**src/odbt_pkg.sv**
```systemverilog
// shared constants and types for the output drum buffer transfer block
package odbt_pkg;
    // clock and drum timing
    localparam int CLK_PERIOD_NS = 10;
    localparam int SLOT_TIME_NS = 10000;
    localparam int SLOT_CYCLES = SLOT_TIME_NS / CLK_PERIOD_NS;
    localparam int PHASE_SPACING_NS = 2500;
    localparam int PHASE_CYCLES = PHASE_SPACING_NS / CLK_PERIOD_NS;
    localparam int PHASE_LOST_CYCLES = 2 * PHASE_CYCLES;
    localparam int FIELD_GAP_NS = 120000;
    localparam int WORD_SPACING_NS = 20000;
    localparam int ARRAY_GAP_SLOTS = WORD_SPACING_NS / SLOT_TIME_NS;
    localparam int ARRAY_GAP_CYCLES = ARRAY_GAP_SLOTS * SLOT_CYCLES;
    // buffer fields
    localparam int NUM_FIELDS = 3;
    localparam int FIELD_SLOTS = 2048;
    localparam int USABLE_SLOTS = 2036;
    localparam int DEAD_SLOTS = FIELD_GAP_NS / SLOT_TIME_NS;
    localparam int SLOT_W = 11;
    localparam int FIELD_W = 2;
    // drum word layout
    localparam int WORD_W = 33;
    localparam int PARITY_BIT = 32;
    localparam int SECT_MSB = 31;
    localparam int SECT_LSB = 29;
    localparam int REG_MSB = 28;
    localparam int REG_LSB = 24;
    localparam int BURST_MSB = 23;
    localparam int BURST_LSB = 16;
    localparam int RIGHT_W = 16;
    localparam int SECT_W = SECT_MSB - SECT_LSB + 1;
    localparam int REG_W = REG_MSB - REG_LSB + 1;
    localparam int BURST_W = BURST_MSB - BURST_LSB + 1;
    // core array and buffer
    localparam int ARRAY_ROWS = 26;
    localparam int ARRAY_COLS = 22;
    localparam int ROW_W = 5;
    localparam int COL_W = 5;
    localparam int FIFO_DEPTH = 16;
    localparam int FIFO_W = REG_W + RIGHT_W;
    // teleprinter class symbols
    localparam logic [4:0] TELE_SPACE = 5'h1b;
    localparam logic [4:0] TELE_CR = 5'h1d;
    localparam logic [4:0] TELE_LF = 5'h17;
    localparam logic [4:0] TELE_FIGS = 5'h04;
    localparam logic [4:0] TELE_LTRS = 5'h00;

    typedef logic [WORD_W-1:0] odbt_word_t;
    typedef enum logic [1:0] {
        ODBT_PH_ONE,
        ODBT_PH_TWO,
        ODBT_PH_THREE,
        ODBT_PH_FOUR
    } odbt_phase_t;
endpackage : odbt_pkg

```
**src/odbt_wr_if.sv**
```systemverilog
// write-in path from the transfer logic into the core array
interface odbt_wr_if;
    logic valid;
    logic ready;
    logic [odbt_pkg::ROW_W-1:0] row;
    logic [odbt_pkg::ARRAY_COLS-1:0] bits;
    modport src (output valid, output row, output bits, input ready);
    modport dst (input valid, input row, input bits, output ready);
endinterface : odbt_wr_if

```
**src/odbt_fifo.sv**
```systemverilog
// small flip-flop fifo with valid/ready on both sides
module odbt_fifo #(
    parameter int WIDTH = 21,
    parameter int DEPTH = 16
) (
    input wire logic clk,
    input wire logic sys_rst,
    input wire logic in_valid,
    output logic in_ready,
    input wire logic [WIDTH-1:0] in_data,
    output logic out_valid,
    input wire logic out_ready,
    output logic [WIDTH-1:0] out_data
);
    localparam int AW = $clog2(DEPTH);
    logic [WIDTH-1:0] mem_q [DEPTH];
    logic [AW-1:0] wr_q;
    logic [AW-1:0] rd_q;
    logic [AW:0] cnt_q;
    logic push;
    logic pop;

    assign in_ready = cnt_q != (AW+1)'(DEPTH);
    assign out_valid = cnt_q != '0;
    assign out_data = mem_q[rd_q];
    assign push = in_valid && in_ready;
    assign pop = out_valid && out_ready;

    always_ff @(posedge clk)
    begin
        if (push)
        begin
            mem_q[wr_q] <= in_data;
        end
    end

    always_ff @(posedge clk)
    begin
        if (sys_rst)
        begin
            wr_q <= '0;
            rd_q <= '0;
            cnt_q <= '0;
        end
        else
        begin
            if (push)
            begin
                wr_q <= wr_q + 1'b1;
            end
            if (pop)
            begin
                rd_q <= rd_q + 1'b1;
            end
            if (push && !pop)
            begin
                cnt_q <= cnt_q + 1'b1;
            end
            else if (pop && !push)
            begin
                cnt_q <= cnt_q - 1'b1;
            end
        end
    end
endmodule : odbt_fifo

```
**src/odbt_core_array.sv**
```systemverilog
// 26 x 22 coincident-select storage array with destructive column readout
module odbt_core_array
    import odbt_pkg::*;
(
    input wire logic clk,
    input wire logic sys_rst,
    odbt_wr_if.dst wr,
    input wire logic rd_start,
    input wire logic rd_step,
    output logic [odbt_pkg::ARRAY_ROWS-1:0] col_bits_q,
    output logic [odbt_pkg::COL_W-1:0] col_index_q,
    output logic col_valid_q,
    output logic rd_busy_q
);
    logic [ARRAY_COLS-1:0] mem_q [ARRAY_ROWS];
    logic [COL_W-1:0] col_q;
    logic [ARRAY_ROWS-1:0] sense;
    logic last_col;

    assign wr.ready = !rd_busy_q;
    assign last_col = col_q == COL_W'(ARRAY_COLS - 1);

    always_comb
    begin
        for (int r = 0; r < ARRAY_ROWS; r++)
        begin
            sense[r] = mem_q[r][col_q];
        end
    end

    // bit set only where row select and column select coincide
    always_ff @(posedge clk)
    begin
        for (int r = 0; r < ARRAY_ROWS; r++)
        begin
            for (int c = 0; c < ARRAY_COLS; c++)
            begin
                if (sys_rst)
                begin
                    mem_q[r][c] <= 1'b0;
                end
                else if (rd_busy_q && rd_step && col_q == COL_W'(c))
                begin
                    mem_q[r][c] <= 1'b0; // see RULE_18
                end
                else if (wr.valid && !rd_busy_q &&
                         wr.row == ROW_W'(r) && wr.bits[c])
                begin
                    mem_q[r][c] <= 1'b1; // see RULE_17
                end
            end
        end
    end

    always_ff @(posedge clk)
    begin
        if (sys_rst)
        begin
            rd_busy_q <= 1'b0;
            col_q <= '0;
            col_valid_q <= 1'b0;
            col_bits_q <= '0;
            col_index_q <= '0;
        end
        else
        begin
            col_valid_q <= 1'b0;
            if (!rd_busy_q && rd_start)
            begin
                rd_busy_q <= 1'b1;
                col_q <= '0;
            end
            else if (rd_busy_q && rd_step)
            begin
                col_bits_q <= sense; // see RULE_18
                col_index_q <= col_q;
                col_valid_q <= 1'b1;
                col_q <= last_col ? '0 : col_q + 1'b1;
                rd_busy_q <= !last_col;
            end
        end
    end
endmodule : odbt_core_array

```
**src/odbt_transfer.sv**
```systemverilog
// drum buffer field reader: slot timing, word check, status and array feed
// Overview of operation
// RULE_01 - three fields form one track; 2048 slots each, first 12 dead.
// RULE_02 - no reading in the 120 us field-switch gap of dead slots.
// RULE_03 - one slot passes every 10 us timing cycle.
// RULE_04 - writer keeps one message on only odd or only even slots.
// RULE_05 - writer spaces message words by multiples of 20 us.
// RULE_06 - feed one array no faster than 50000 words per second.
// RULE_07 - writer uses first available slot of its odd/even set.
// RULE_08 - written slot is unavailable; consumed slot becomes available again.
// RULE_09 - no erase of consumed slots; later writes overwrite them.
// RULE_10 - examine every slot in order, up to 100000 words per second.
// RULE_11 - each word is accepted, erroneous or early, exactly one.
// RULE_12 - accepted and erroneous free the slot; early words keep it.
// RULE_13 - words wait on the drum until their burst period starts.
// RULE_14 - drum sends four phase pulses 2.5 us apart, repeating.
// RULE_15 - all reception steps are paced by the drum phase pulses.
// RULE_16 - storage array of 22 columns by 26 row registers.
// RULE_17 - array bit set only where row and column selects coincide.
// RULE_18 - array read one column at a time, destructively, bit per row.
// RULE_19 - teleprinter symbols are 5-bit codes with letters/figures shift.
// RULE_20 - odd count of ones in 33-bit word accepts; even rejects.
// RULE_21 - writer gives every word of a message the same burst number.
// RULE_22 - burst number differing from current burst count means not due.
module odbt_transfer
    import odbt_pkg::*;
(
    input wire logic clk,
    input wire logic sys_rst,
    input wire logic drum_phase_pulse_one,
    input wire logic drum_phase_pulse_two,
    input wire logic drum_phase_pulse_three,
    input wire logic drum_phase_pulse_four,
    input wire logic field_mark,
    input wire odbt_pkg::odbt_word_t drum_word,
    input wire logic slot_unavailable,
    input wire logic [odbt_pkg::BURST_W-1:0] burst_count,
    input wire logic [odbt_pkg::SECT_W-1:0] own_section,
    input wire logic readout_start,
    output logic [odbt_pkg::SLOT_W-1:0] slot_index_q,
    output logic [odbt_pkg::FIELD_W-1:0] field_index_q,
    output logic slot_live_q,
    output logic status_set_avail_q,
    output logic word_accepted_q,
    output logic word_error_q,
    output logic word_early_q,
    output logic figures_shift_q,
    output logic phase_fault_q,
    output logic [odbt_pkg::ARRAY_ROWS-1:0] col_bits_q,
    output logic [odbt_pkg::COL_W-1:0] col_index_q,
    output logic col_valid_q,
    output logic readout_busy_q
);
    import odbt_pkg::*;

    odbt_wr_if wr_bus ();

    odbt_phase_t expect_q;
    logic [9:0] watchdog_q;
    logic [3:0] phase_vec;
    logic [3:0] expect_vec;
    logic any_phase;
    logic synced_q;
    logic last_slot;
    logic examine;
    logic ours;
    logic parity_odd;
    logic burst_due;
    logic fifo_in_ready;
    logic fifo_out_valid;
    logic [FIFO_W-1:0] fifo_out_data;
    logic [1:0] gap_slots_q;
    logic array_fire;
    logic take_word;

    // phase order supervision
    assign phase_vec = {drum_phase_pulse_four, drum_phase_pulse_three,
                        drum_phase_pulse_two, drum_phase_pulse_one};
    assign any_phase = |phase_vec;

    always_comb
    begin
        unique case (expect_q)
            ODBT_PH_ONE: expect_vec = 4'h1;
            ODBT_PH_TWO: expect_vec = 4'h2;
            ODBT_PH_THREE: expect_vec = 4'h4;
            ODBT_PH_FOUR: expect_vec = 4'h8;
        endcase
    end

    // phase one always resyncs, so one glitch costs only a fault flag
    always_ff @(posedge clk)
    begin
        if (sys_rst)
        begin
            expect_q <= ODBT_PH_ONE;
        end
        else if (drum_phase_pulse_one)
        begin
            expect_q <= ODBT_PH_TWO; // see RULE_15
        end
        else if (any_phase)
        begin
            unique case (expect_q)
                ODBT_PH_ONE: expect_q <= ODBT_PH_TWO;
                ODBT_PH_TWO: expect_q <= ODBT_PH_THREE;
                ODBT_PH_THREE: expect_q <= ODBT_PH_FOUR;
                ODBT_PH_FOUR: expect_q <= ODBT_PH_ONE;
            endcase
        end
    end

    // sticky until reset: a drum that stalls or skips a phase is broken
    always_ff @(posedge clk)
    begin
        if (sys_rst)
        begin
            watchdog_q <= '0;
            phase_fault_q <= 1'b0;
        end
        else
        begin
            if (any_phase)
            begin
                watchdog_q <= '0;
            end
            else if (watchdog_q != 10'(PHASE_LOST_CYCLES))
            begin
                watchdog_q <= watchdog_q + 1'b1;
            end
            if ((any_phase && phase_vec != expect_vec && synced_q) ||
                watchdog_q == 10'(PHASE_LOST_CYCLES))
            begin
                phase_fault_q <= 1'b1; // see RULE_14
            end
        end
    end

    // slot and field position, advanced once per drum cycle
    assign last_slot = slot_index_q == SLOT_W'(FIELD_SLOTS - 1);

    always_ff @(posedge clk)
    begin
        if (sys_rst)
        begin
            slot_index_q <= '0;
            field_index_q <= '0;
            synced_q <= 1'b0;
        end
        else if (drum_phase_pulse_one)
        begin
            if (field_mark)
            begin
                slot_index_q <= '0;
                field_index_q <= '0;
                synced_q <= 1'b1;
            end
            else if (last_slot)
            begin
                slot_index_q <= '0; // see RULE_01
                field_index_q <= field_index_q == FIELD_W'(NUM_FIELDS - 1) ?
                    '0 : field_index_q + 1'b1;
            end
            else
            begin
                slot_index_q <= slot_index_q + 1'b1; // see RULE_03
            end
        end
    end

    // dead slots at each field start cover the switch gap
    always_ff @(posedge clk)
    begin
        if (sys_rst)
        begin
            slot_live_q <= 1'b0;
        end
        else
        begin
            slot_live_q <= synced_q &&
                slot_index_q >= SLOT_W'(DEAD_SLOTS); // see RULE_02
        end
    end

    // word examination at phase two of every live slot marked unavailable
    assign examine = drum_phase_pulse_two && slot_live_q &&
                     slot_unavailable; // see RULE_10
    assign ours = drum_word[SECT_MSB:SECT_LSB] == own_section;
    assign parity_odd = ^drum_word; // see RULE_20
    assign burst_due = drum_word[BURST_MSB:BURST_LSB] ==
                       burst_count; // see RULE_22
    // a full buffer leaves the word on the drum, like an early word
    assign take_word = examine && ours && parity_odd && burst_due &&
                       fifo_in_ready; // see RULE_13

    always_ff @(posedge clk)
    begin
        if (sys_rst)
        begin
            word_accepted_q <= 1'b0;
            word_error_q <= 1'b0;
            word_early_q <= 1'b0;
            status_set_avail_q <= 1'b0;
        end
        else
        begin
            word_accepted_q <= take_word; // see RULE_11
            word_error_q <= examine && ours && !parity_odd;
            word_early_q <= examine && ours && parity_odd && !take_word;
            // see RULE_08, RULE_09, RULE_12
            status_set_avail_q <= take_word ||
                (examine && ours && !parity_odd);
        end
    end

    // letters/figures shift follows the last shift symbol taken
    function automatic logic next_shift(input logic cur,
                                        input logic [14:0] syms);
        logic s;
        s = cur;
        for (int i = 2; i >= 0; i--)
        begin
            if (syms[i*5 +: 5] == TELE_FIGS)
            begin
                s = 1'b1;
            end
            else if (syms[i*5 +: 5] == TELE_LTRS)
            begin
                s = 1'b0;
            end
        end
        return s;
    endfunction : next_shift

    always_ff @(posedge clk)
    begin
        if (sys_rst)
        begin
            figures_shift_q <= 1'b0;
        end
        else if (take_word)
        begin
            figures_shift_q <= next_shift(figures_shift_q,
                                          drum_word[14:0]); // see RULE_19
        end
    end

    odbt_fifo #(
        .WIDTH(FIFO_W),
        .DEPTH(FIFO_DEPTH)
    ) u_fifo (
        .clk(clk),
        .sys_rst(sys_rst),
        .in_valid(take_word),
        .in_ready(fifo_in_ready),
        .in_data({drum_word[REG_MSB:REG_LSB], drum_word[RIGHT_W-1:0]}),
        .out_valid(fifo_out_valid),
        .out_ready(array_fire),
        .out_data(fifo_out_data)
    );

    // array feed: at most one word every two drum cycles
    assign array_fire = fifo_out_valid && wr_bus.ready &&
        drum_phase_pulse_four &&
        gap_slots_q >= 2'(ARRAY_GAP_SLOTS); // see RULE_06
    assign wr_bus.valid = array_fire;
    assign wr_bus.row = fifo_out_data[FIFO_W-1:RIGHT_W];
    assign wr_bus.bits = {{(ARRAY_COLS - RIGHT_W){1'b0}},
                          fifo_out_data[RIGHT_W-1:0]};

    always_ff @(posedge clk)
    begin
        if (sys_rst)
        begin
            gap_slots_q <= 2'(ARRAY_GAP_SLOTS);
        end
        else if (array_fire)
        begin
            gap_slots_q <= '0;
        end
        else if (drum_phase_pulse_one &&
                 gap_slots_q != 2'(ARRAY_GAP_SLOTS))
        begin
            gap_slots_q <= gap_slots_q + 1'b1; // see RULE_15
        end
    end

    odbt_core_array u_array (
        .clk(clk),
        .sys_rst(sys_rst),
        .wr(wr_bus.dst), // see RULE_16
        .rd_start(readout_start),
        .rd_step(drum_phase_pulse_three),
        .col_bits_q(col_bits_q),
        .col_index_q(col_index_q),
        .col_valid_q(col_valid_q),
        .rd_busy_q(readout_busy_q)
    );

    // checking helpers
    logic [11:0] since_fire_q;

    always_ff @(posedge clk)
    begin
        if (sys_rst)
        begin
            since_fire_q <= 12'(ARRAY_GAP_CYCLES);
        end
        else if (array_fire)
        begin
            // counts the fire edge itself, so the count equals the spacing
            since_fire_q <= 12'h001;
        end
        else if (since_fire_q != 12'(ARRAY_GAP_CYCLES))
        begin
            since_fire_q <= since_fire_q + 1'b1;
        end
    end
endmodule : odbt_transfer

```
**config.mk**
```make
export PLATFORM = sky130hd
export DESIGN_NAME = odbt_transfer
export DESIGN_NICKNAME = d
export VERILOG_FILES = /design/src/odbt_pkg.sv /design/src/odbt_wr_if.sv /design/src/odbt_fifo.sv /design/src/odbt_core_array.sv /design/src/odbt_transfer.sv
export SDC_FILE = /design/constraint.sdc
export NUM_CORES = 1
export LEC_CHECK = 0
export ABC_AREA = 1
export ABC_CLOCK_PERIOD_IN_PS = 4100
export BUFFER_PORTS_ARGS = -buffer_cell sky130_fd_sc_hd__buf_2
export CORE_AREA = 2 2 224 336
export DETAILED_ROUTE_END_ITERATION = 10
export DIE_AREA = 0 0 226 338
export PLACE_DENSITY = 0.74
export SLEW_MARGIN = 20
export SYNTH_ARGS = -nofsm -noshare
export SYNTH_HDL_FRONTEND = slang
export SYNTH_SLANG_ARGS = --single-unit
```
**constraint.sdc**
```tcl
create_clock -name clk -period 4.1 [get_ports clk]
set_clock_uncertainty 0.15 [all_clocks]
set_input_delay 1.23 -clock clk [delete_from_list [all_inputs] [get_ports clk]]
set_output_delay 1.23 -clock clk [all_outputs]
set_load 0.01 [all_outputs]
```
# == Yosys cells after proc, flatten, opt, wreduce, memory -nomap -nowiden ==
# Memory sizes are Yosys's and may differ from the RTL's. A register that Yosys moved wholly into a read port is not among the register bits.
# Index checks and enable logic that the tools add are counted.
# word_totals
ram_bits,752
inputBits,53
out_inout_bits,53
latch_bits,0
elab_cells,4062
romBits,0
n_memories,2
ff_bits,86
# memory_table
memory,words,word_bits,rd,rd_ports_with_merged_regs,wr,line_no,source
u_array.mem_q,26,16,26,0,26,odbt_core_array.sv:15,logic [ARRAY_COLS-1:0] mem_q [ARRAY_ROWS];
u_fifo.mem_q,16,21,1,1,1,odbt_fifo.sv:16,logic [WIDTH-1:0] mem_q [DEPTH];
# op_classes
order_cmp,3
div,0
eq_ne,56
n_shift,0
addsub,9
mul,0
n_mux,2625
n_reduce_logical,511
bitwise,833
# ops
op,count
1-bit two-way mux,2585
1-bit bitwise OR,832
1-bit logical AND,480
1-bit binary-select mux with 5-bit select,26
5-bit by 4-bit == test with 1-bit output (second input constant),16
5-bit by 3-bit == test with 1-bit output (second input constant),11
5-bit == test (second input constant),11
33-bit parity,1
5-bit logical NOT,5
11-bit two-way mux,2
5-bit by 2-bit == test with 1-bit output (second input constant),4
4-bit one-hot mux with 4 select lines,1
5-bit two-way mux,3
11-bit by 1-bit adder with 11-bit output (second input constant),1
11-bit == test (second input constant),1
11-bit by 4-bit greater-or-equal comparator with 1-bit output (second input constant),1
10-bit by 1-bit adder with 10-bit output (second input constant),1
5-bit by 1-bit adder with 5-bit output (second input constant),2
10-bit by 9-bit == test with 1-bit output (second input constant),1
5-bit by 1-bit == test with 1-bit output (second input constant),2
2-bit two-way mux,5
10-bit by 9-bit != test with 1-bit output (second input constant),1
2-bit nonzero test,5
4-bit by 1-bit adder with 4-bit output (second input constant),2
other kinds (23),38

# == Depth between registers and ports, before layout ==
# Gate-level depths: netlist (run 1).
# logic_depth
depth_word,12
ltp_mapped,27
depth_no_buf,27

# == Cells and area by module ==
# From an unflattened synthesis (run 1), not the netlist that was laid out.
# hier_totals
cells_unflattened,5732
area_unflattened_um2,49567.5
# by_module_without_submodules
mod,area_each_um2,cells_per_inst,seq_area_each_um2,n_inst
odbt_core_array,31619.1,3815,17937.2,1
odbt_fifo,15322.2,1492,10430.0,1
odbt_transfer,2626.3,425,700.7,1

# == Worst setup path after synthesis (run 1) ==
# No wires, ideal clock.
# synth_timing
kind,input-to-reg
startpoint,input drum_word[0]
endpoint,memory u_fifo.mem_q[0][0] (enable)
required_ps,3551
arrival_ps,3625
setup_ps,399
n_path_buf,0
path_slack_ps,-73
stages,17
cell_sequence,inv_1 -> ha_1 -> inv_1 -> nand2_1 -> nand2_1 -> nand2_1 -> nand2_1 -> nand2_1 -> nand2_1 -> nand2_1 -> nand3_1 -> nand3_1 -> nand2_1 -> nand2_1 -> inv_1 -> nand2_1 -> nor2_1
# synth_via
elab_chain_cells,7
# synth_lines
element,line_no,source
from (decl),odbt_transfer.sv:35,"input wire odbt_pkg::odbt_word_t drum_word,"
33-bit parity,odbt_transfer.sv:189,assign parity_odd = ^drum_word;
1-bit logical AND (3 in series),odbt_transfer.sv:193,assign take_word = examine && ours && parity_odd && burst_due &&
1-bit logical AND,odbt_fifo.sv:26,assign push = in_valid && in_ready;
1-bit two-way mux,odbt_fifo.sv:31,if (push)
1-bit two-way mux (implied by the code),odbt_fifo.sv:33,mem_q[wr_q] <= in_data;
to (decl),odbt_fifo.sv:16,
# No other way between the ends.

# == Worst setup path in the final report (run 1) ==
# layout_timing
startpoint,input drum_word[0]
endpoint,register u_fifo.cnt_q[4]
# layout_via
elab_chain_cells,8
elab_cells_between_ends,10
cone_classes,mux: 1; reduce/logical: 9
# layout_lines
element,line_no,source
33-bit parity (*),odbt_transfer.sv:189,
1-bit logical AND (*) (3 in series),odbt_transfer.sv:193,
1-bit logical AND (*),odbt_fifo.sv:26,
1-bit logical NOT,odbt_fifo.sv:59,else if (pop && !push)
1-bit logical AND,odbt_fifo.sv:59,
2-bit nonzero test (no source line),-,
to (signal assigned),odbt_fifo.sv:57,cnt_q <= cnt_q + 1'b1;
to (signal assigned),odbt_fifo.sv:61,cnt_q <= cnt_q - 1'b1;
to (decl),odbt_fifo.sv:19,logic [AW:0] cnt_q;
# Mark *: on every way between the ends. The rest lies on a longest branch, timed or not.
# A chain may end at the register's enable or synchronous reset.

==> flow_metrics.tcl, run 1 <==
set metrics [dict create \
    antenna_found_initial 1 \
    io_buffers 105 \
    synth.distinct_cells 45 \
    critPathMaxFanout 3 \
    synth_top_family_by_area "compound AO/OA/AOI/OAI gates" \
    cts.path.max_buffers 3 \
    timing.hold.ws_ps 310 \
    wl_per_cell_um 21.6 \
    synthAdderAreaFrac_pct 0.993 \
    worstSetupPathType "in -> reg" \
    cp-start-kind "primary input" \
    drt_wl_total_um 107000 \
    synthMuxAreaShare_pct 0 \
    ctsHtreeMaxLevel 3 \
    drc 0 \
    fp-row-count 122 \
    place_ws_ps -294 \
    syn_avg_cell_area_um2 9.86 \
    overflow 0 \
    vias_per_cell 5.98 \
    critPathTopFamily "simple AND/OR/NAND/NOR gates" \
    worst-path-buf-inv 5 \
    finalInstanceArea_um2 43300 \
    arrival_ps 4060 \
    fin_crit_ps 3710 \
    synth_cells 3912 \
    crit_path_end_kind "flop" \
    areaGrowthSynthToFinish_pct 12.4 \
    drtIter0Drc 3125 \
    fin_util_pct 59.0 \
    start_util_pct 52.5 \
    synth_ff_type "edfxtp_1" \
    status "completed" \
    slew_headroom_pct 44.6 \
    die_area_um2 76400 \
    worst_pin_slew_ps 829 \
    path_clk_slew_ps 60 \
    vias 29700 \
    synth-compound-area-share_pct 15.1 \
    fillers 5975 \
    final_cells 4969 \
    placed_area_um2 40900 \
    final_max_slew_viol_count 0 \
    cts_tree "done" \
    report.final.hold_viol_count 0 \
    min_period_over_period_pct 90.5 \
    ys_seq_elements 842 \
    synth_edf_count 752 \
    cts_root_buffer "clkbuf_16" \
    drive_gt1_share_pct 11.3 \
    async_reset_ff_share_pct 0 \
    seq_area_um2 24400 \
    syn_area_um2 38600 \
    syn_nets 3995 \
    cpMostUsedCell "nand2_1" \
    yosysWarnings 0 \
    power_leakage_uw 0.0160 \
    irDropWorstVdd_uv 406 \
    grt_max_degree 167 \
    dp_hpwl_um 63500 \
    layout.nets 3999 \
    dieWidth_um 226 \
    num_io_pins 106 \
    synth_xor_area_share_pct 0.727 \
    powerDensity_nw_per_um2 480 \
    die_height_um 338 \
    clk_latency_ps 630 \
    cpMaxStageDelayCell "ha_1" \
    cts_buffers 79 \
    min-delay-path-class "reg -> reg" \
    place_inst 4827 \
    yosys.area_share.simple_pct 14.7 \
    placeableCoreArea_um2 73400 \
    maxCapViolCount 0 \
    finalWorstSetupSlack_ps 390 \
    required_ps 4460 \
    first_pass_iters 6 \
    critPathLaunch "drum_word[0]" \
    hold_buffers 0 \
    multi_input_area_um2 12400 \
    yosysSeqAreaShare_pct 63.2 \
    fmaxAchievable_ghz 0.270 \
    slowest_delay_ps 310 \
    grt_use_total_pct 28.1 \
    grt_pass1_wl_um 162000 \
    hp-start "u_array.col_bits_q[23]" \
    clock_sinks 842 \
    setup_viol 0 \
    gp_congestion 0.837 \
    grt_pass1_vias 28600 \
    postRouteAntennaNets 0 \
]
## what timing repair did
item / in CTS / in global routing
gates resized for setup: 0 / 5
setup buffers: 0 / 0
endpoints found under the setup margin: 0 / 1
## synthesized netlist by cell type, types with 7 or more instances
library cell / count / area, um2
inv_1: 169 / 634
o22ai_1: 112 / 701
nor3_1: 13 / 65.1
clkbuf_1: 278 / 1040
xnor2_1: 11 / 96.3
ha_1: 29 / 363
nor2_1: 707 / 2650
o211ai_1: 34 / 255
a211oi_1: 9 / 67.6
a32o_1: 25 / 250
xor2_1: 21 / 184
nand3_1: 57 / 285
o221ai_1: 11 / 96.3
o21ai_0: 638 / 3190
edfxtp_1: 752 / 22600
nor4_1: 7 / 43.8
buf_1: 8 / 30.0
nand4_1: 30 / 188
a22oi_1: 32 / 240
nand2_1: 603 / 2260
o311ai_0: 7 / 61.3
dfxtp_1: 90 / 1800
buf_2: 51 / 255
a21oi_1: 175 / 876
## power breakdown
group / leakage, uW / switching [uW] / total [uW] / internal (uW)
Clock: 0.00119 / 3100 / 7030 / 3930
Sequential: 0.00805 / 137 / 9700 / 9560
Combinational: 0.00678 / 2910 / 4050 / 1150
Total: 0.0160 / 6150 / 20800 / 14600
## layer usage
| metal | vias up | share of wire (%) | global-route usage (%) |
|---|---|---|---|
| met1 | 14200 | 34 | 32.0 |
| met4 | 0 | 6.9 | 19.1 |
| met5 | - | 0 | 0 |
| met3 | 336 | 8.7 | 3.94 |
| li1 | 13600 | - | - |
| met2 | 1523 | 50 | 48.9 |
## worst reg2reg max path, stage by stage (launching register included)
cell and delay (ps):
dfxtp_4 630, inv_4 280, buf_12 240, o21ai_0 170, o221ai_1 220, nand3_1 240
nand2_2 160, nor2_1 360, nand3_1 460, o21ai_0 370
## kinds of logic after synthesis
kind of cell / count (synthesis)
DFF: 842
adders and majority gates: 30
and+or+nand+nor: 1438
buffers and inverters: 515
AOI/OAI and AO/OA: 1055
xor gates and xnor gates: 32
## worst paths after layout
path,end,slack [ps],depth (start not counted)
setup / recovery,u_fifo.cnt_q[4],390,28
hold / removal,u_array.col_bits_q[23],310,2
setup reg to reg,u_array.mem_q[0][58],510,9
hold reg to reg,u_array.col_bits_q[23],310,2
## flip-flops by register name, indices dropped and copies added, names as in the netlist, 4 cells and up, named ones only
signal / cells
u_fifo.mem_q: 336
u_fifo.wr_q: 4
u_array.col_q: 5
u_fifo.cnt_q: 5
u_array.mem_q: 416
u_array.col_bits_q: 26
u_fifo.rd_q: 4
slot_index_q: 11
u_array.col_index_q: 5
watchdog_q: 10
## layout make-up
| type | instances | share of cell area, % |
|---|---|---|
| flip-flops and latches | 842 | 56.3 |
| multi-input cells | 2555 | 28.6 |
| repair buffers | 266 | 5.11 |
| clock buffers | 108 | 5.05 |
| well taps | 992 | 2.86 |
| inverters | 172 | 1.51 |
| clock inverters | 33 | 0.554 |
| diodes | 1 | 0.00578 |
## cell usage in the layout (no fill, tap or decap), drive strengths merged, types with 58 or more instances in the layout
cell type,n
dfxtp,90
clkbuf,110
edfxtp,752
a21oi,175
inv,172
nor2,712
nand2,605
o21ai,641
nand3,58
o22ai,112
buf,264
## through the flow
stage | TNS [ps] | total power [uW]
after floorplan | -5770 | 12300
after global placement | -633 | 13700
after detailed placement | -703 | 13800
after CTS | 0 | 20700
after global routing | -2.74 | 21500
final | 0 | 20800
No activity file was read; power rests on OpenSTA's default activity.
==> run 2, diff against run 1 <==
--- a/config.mk
+++ b/config.mk
@@ -5,12 +5,12 @@
 export SDC_FILE = /design/constraint.sdc
 export NUM_CORES = 1
 export LEC_CHECK = 0
-export ABC_AREA = 1
+export ABC_AREA = 0
 export ABC_CLOCK_PERIOD_IN_PS = 4100
 export BUFFER_PORTS_ARGS = -buffer_cell sky130_fd_sc_hd__buf_2
-export CORE_AREA = 2 2 224 336
+export CORE_AREA = 2 2 222 334
 export DETAILED_ROUTE_END_ITERATION = 10
-export DIE_AREA = 0 0 226 338
+export DIE_AREA = 0 0 224 336
 export PLACE_DENSITY = 0.74
 export SLEW_MARGIN = 20
 export SYNTH_ARGS = -nofsm -noshare
==> flow_metrics.tcl, run 2 <==
set metrics [dict create \
    status "completed" \
    num_io_pins 106 \
    antenna_cells 0 \
    overflow 0 \
    first_pass_iters 6 \
    start_util_pct 52.8 \
    maxCapViolCount 0 \
    final_cells 3903 \
    reg.largest.list "u_array.mem_q (416), u_fifo.mem_q (336), u_array.col_bits_q (26)" \
    setup_viol 0 \
    vias 25600 \
    syn_nets 2863 \
    path_cells "buf_8, inv_4, ha_4, xnor2_4, xnor2_2, xnor3_2, xnor3_2, nor3_4, ha_4, inv_4, ha_4, nor2b_4, o21a_1, or3_1, a21oi_2, xnor2_1, nor2_1" \
    fp-row-count 121 \
    regToRegSetupSlack_ps 140 \
    die_height_um 336 \
    hold_buffers 0 \
    critPathLaunch "drum_word[11]" \
    top_register "u_array.mem_q" \
    path_clk_slew_ps 60 \
    final_common_cell "edfxtp_1" \
    areaGrowthSynthToFinish_pct 14.3 \
    crit_path_end_kind "flop" \
    drc 0 \
    worst_pin_slew_ps 1140 \
    cts.path.max_buffers 3 \
    powerDensity_nw_per_um2 465 \
    min-delay-path-class "reg -> reg" \
    fmaxAchievable_ghz 0.249 \
    irDropWorstVdd_uv 438 \
    gp_congestion 0.942 \
    dieWidth_um 224 \
    synth_top_area_share_pct 59.2 \
    final_max_slew_viol_count 0 \
    drive_gt1_share_pct 24.8 \
    syn_avg_cell_area_um2 13.7 \
    postRouteAntennaNets 0 \
    clock_sinks 842 \
    ys_seq_elements 842 \
    wl_per_cell_um 27.6 \
    worstSetupPathType "in -> reg" \
    yosysMostFrequentCell "edfxtp_1" \
    syn_area_um2 38100 \
    grt_pass1_vias 26000 \
    slowest_delay_ps 490 \
    grt_pass1_wl_um 159000 \
    grt_use_total_pct 28.7 \
    place_inst 3763 \
    largest_reg_flops 416 \
    clk_latency_ps 630 \
    cts_root_buffer "clkbuf_16" \
    hp-start "synced_q" \
    synth.distinct_cells 63 \
    cts_tree "done" \
    synth_ff_type "edfxtp_1" \
    multi_input_area_um2 12800 \
    synth_edf_count 752 \
    die_area_um2 75300 \
    fillers 5195 \
    synth_top_cell_by_area "edfxtp_1" \
    critPathMaxFanout 4 \
    yosysSeqAreaShare_pct 64.0 \
    vias_per_cell 6.55 \
    drtIter0Drc 3115 \
    cts_buffers 80 \
    seq_area_um2 24400 \
    cp-start-kind "primary input" \
    yosys-top-cells-area "edfxtp_1 59%, mux4_2 12%, o21ai_0 5.3%" \
    report.final.hold_viol_count 0 \
    dp_hpwl_um 71400 \
    antenna_found_initial 0 \
    layout.nets 3007 \
    placeableCoreArea_um2 72200 \
    cpMostUsedCell "ha_4" \
    required_ps 4450 \
    slew_headroom_pct 23.8 \
    ys_top_cells_by_count "752 x edfxtp_1, 411 x nor2_1, 404 x o21ai_0, 211 x mux4_2, 175 x clkbuf_1" \
    synth_cells 2780 \
    yosysWarnings 0 \
    ctsHtreeMaxLevel 3 \
    grt_max_degree 108 \
    arrival_ps 4370 \
    layout_common_cells "752 x edfxtp_1, 409 x nor2_1, 403 x o21ai_0" \
    drt_wl_total_um 108000 \
    min_period_over_period_pct 98.1 \
    async_reset_ff_share_pct 0 \
    fin_crit_ps 4020 \
    rsz0062_at_grt "true" \
    io_buffers 105 \
    fin_setup_tns_ps 0 \
    power_leakage_uw 0.0142 \
    cpMaxStageDelayCell "xnor3_2" \
]
==> run 2: changes by cell type after synthesis, moves of 111 or more <==
cell,before,now
o22ai_1,112,1
nor2_1,707,411
mux4_2,0,211
o21ai_0,638,404
inv_1,169,33
a21oi_1,175,52
nand2_1,603,77
==> run 2: path summary, 6_finish.rpt <==
path                          endpoint  cells past startpoint
setup / recovery       u_fifo.cnt_q[4]                     17
hold / removal             slot_live_q                      2
setup reg to reg  u_array.mem_q[0][73]                      7
hold reg to reg            slot_live_q                      2
==> run 2: report_power, final <==
part / leakage (uW) / internal, uW / total, uW / switching [uW]
combinational: 0.00489 / 1210 / 3220 / 2010
sequential: 0.00805 / 9540 / 9680 / 138
clock: 0.00124 / 4170 / 7380 / 3200
total: 0.0142 / 14900 / 20300 / 5350
==> run 2: per-layer routing <==
layer / wire (um) / track usage [%]
met1: 34600 / 31.9
met4: 8500 / 20.3
met2: 54700 / 49.8
met3: 9890 / 5.50
met5: 0 / 0
==> run 2: stage by stage <==
stage	hold WS (ps)	setup slack [ps]	instance area [um2]	utilization [%]	power (uW)
floorplan	271	-422	38200	-	11700
global placement	293	-798	40900	56.6	12900
detailed placement	300	-808	40900	56.6	13000
CTS	310	14.2	43500	60.2	20200
global route	332	-47.6	43600	60.4	20800
finish	312	77.8	43600	60.4	20300
==> run 2: repair_timing <==
item | in CTS | in global routing
endpoints found under the hold margin | 0 | 0
gates resized for setup | 3 | 20
pin swaps | 2 | 15
buffers inserted | 1 | 1
setup endpoints to repair | 2 | 2
==> run 2: critical path, delay by kind of cell <==
kind	cells	cell delay (ps)
xor gates and xnor gates	5	1240
and+or+nand+nor	4	740
adders and majority gates	3	660
AOI/OAI and AO/OA	2	320
buffers and inverters	3	170
==> run 2: area by class of cell <==
class / count / share of cell area, %
inverters: 33 / 0.307
clock inverters: 42 / 0.924
multi-input cells: 1655 / 29.4
repair buffers: 312 / 5.84
well taps: 922 / 2.65
flip-flops and latches: 842 / 56.0
clock buffers: 97 / 4.93
==> run 2: cells by family (layout without fill, tap and decap cells) <==
group	after synthesis	count (layout)	synth area share, %
AO/OA/AOI/OAI	573	573	8.24
buffers and inverters	283	484	3.20
flip-flops	842	842	64.0
AND/OR/NAND/NOR	766	766	9.05
XOR/XNOR	60	60	1.53
adder cells (fa/ha/maj)	30	30	1.00
multiplexers	226	226	13.0
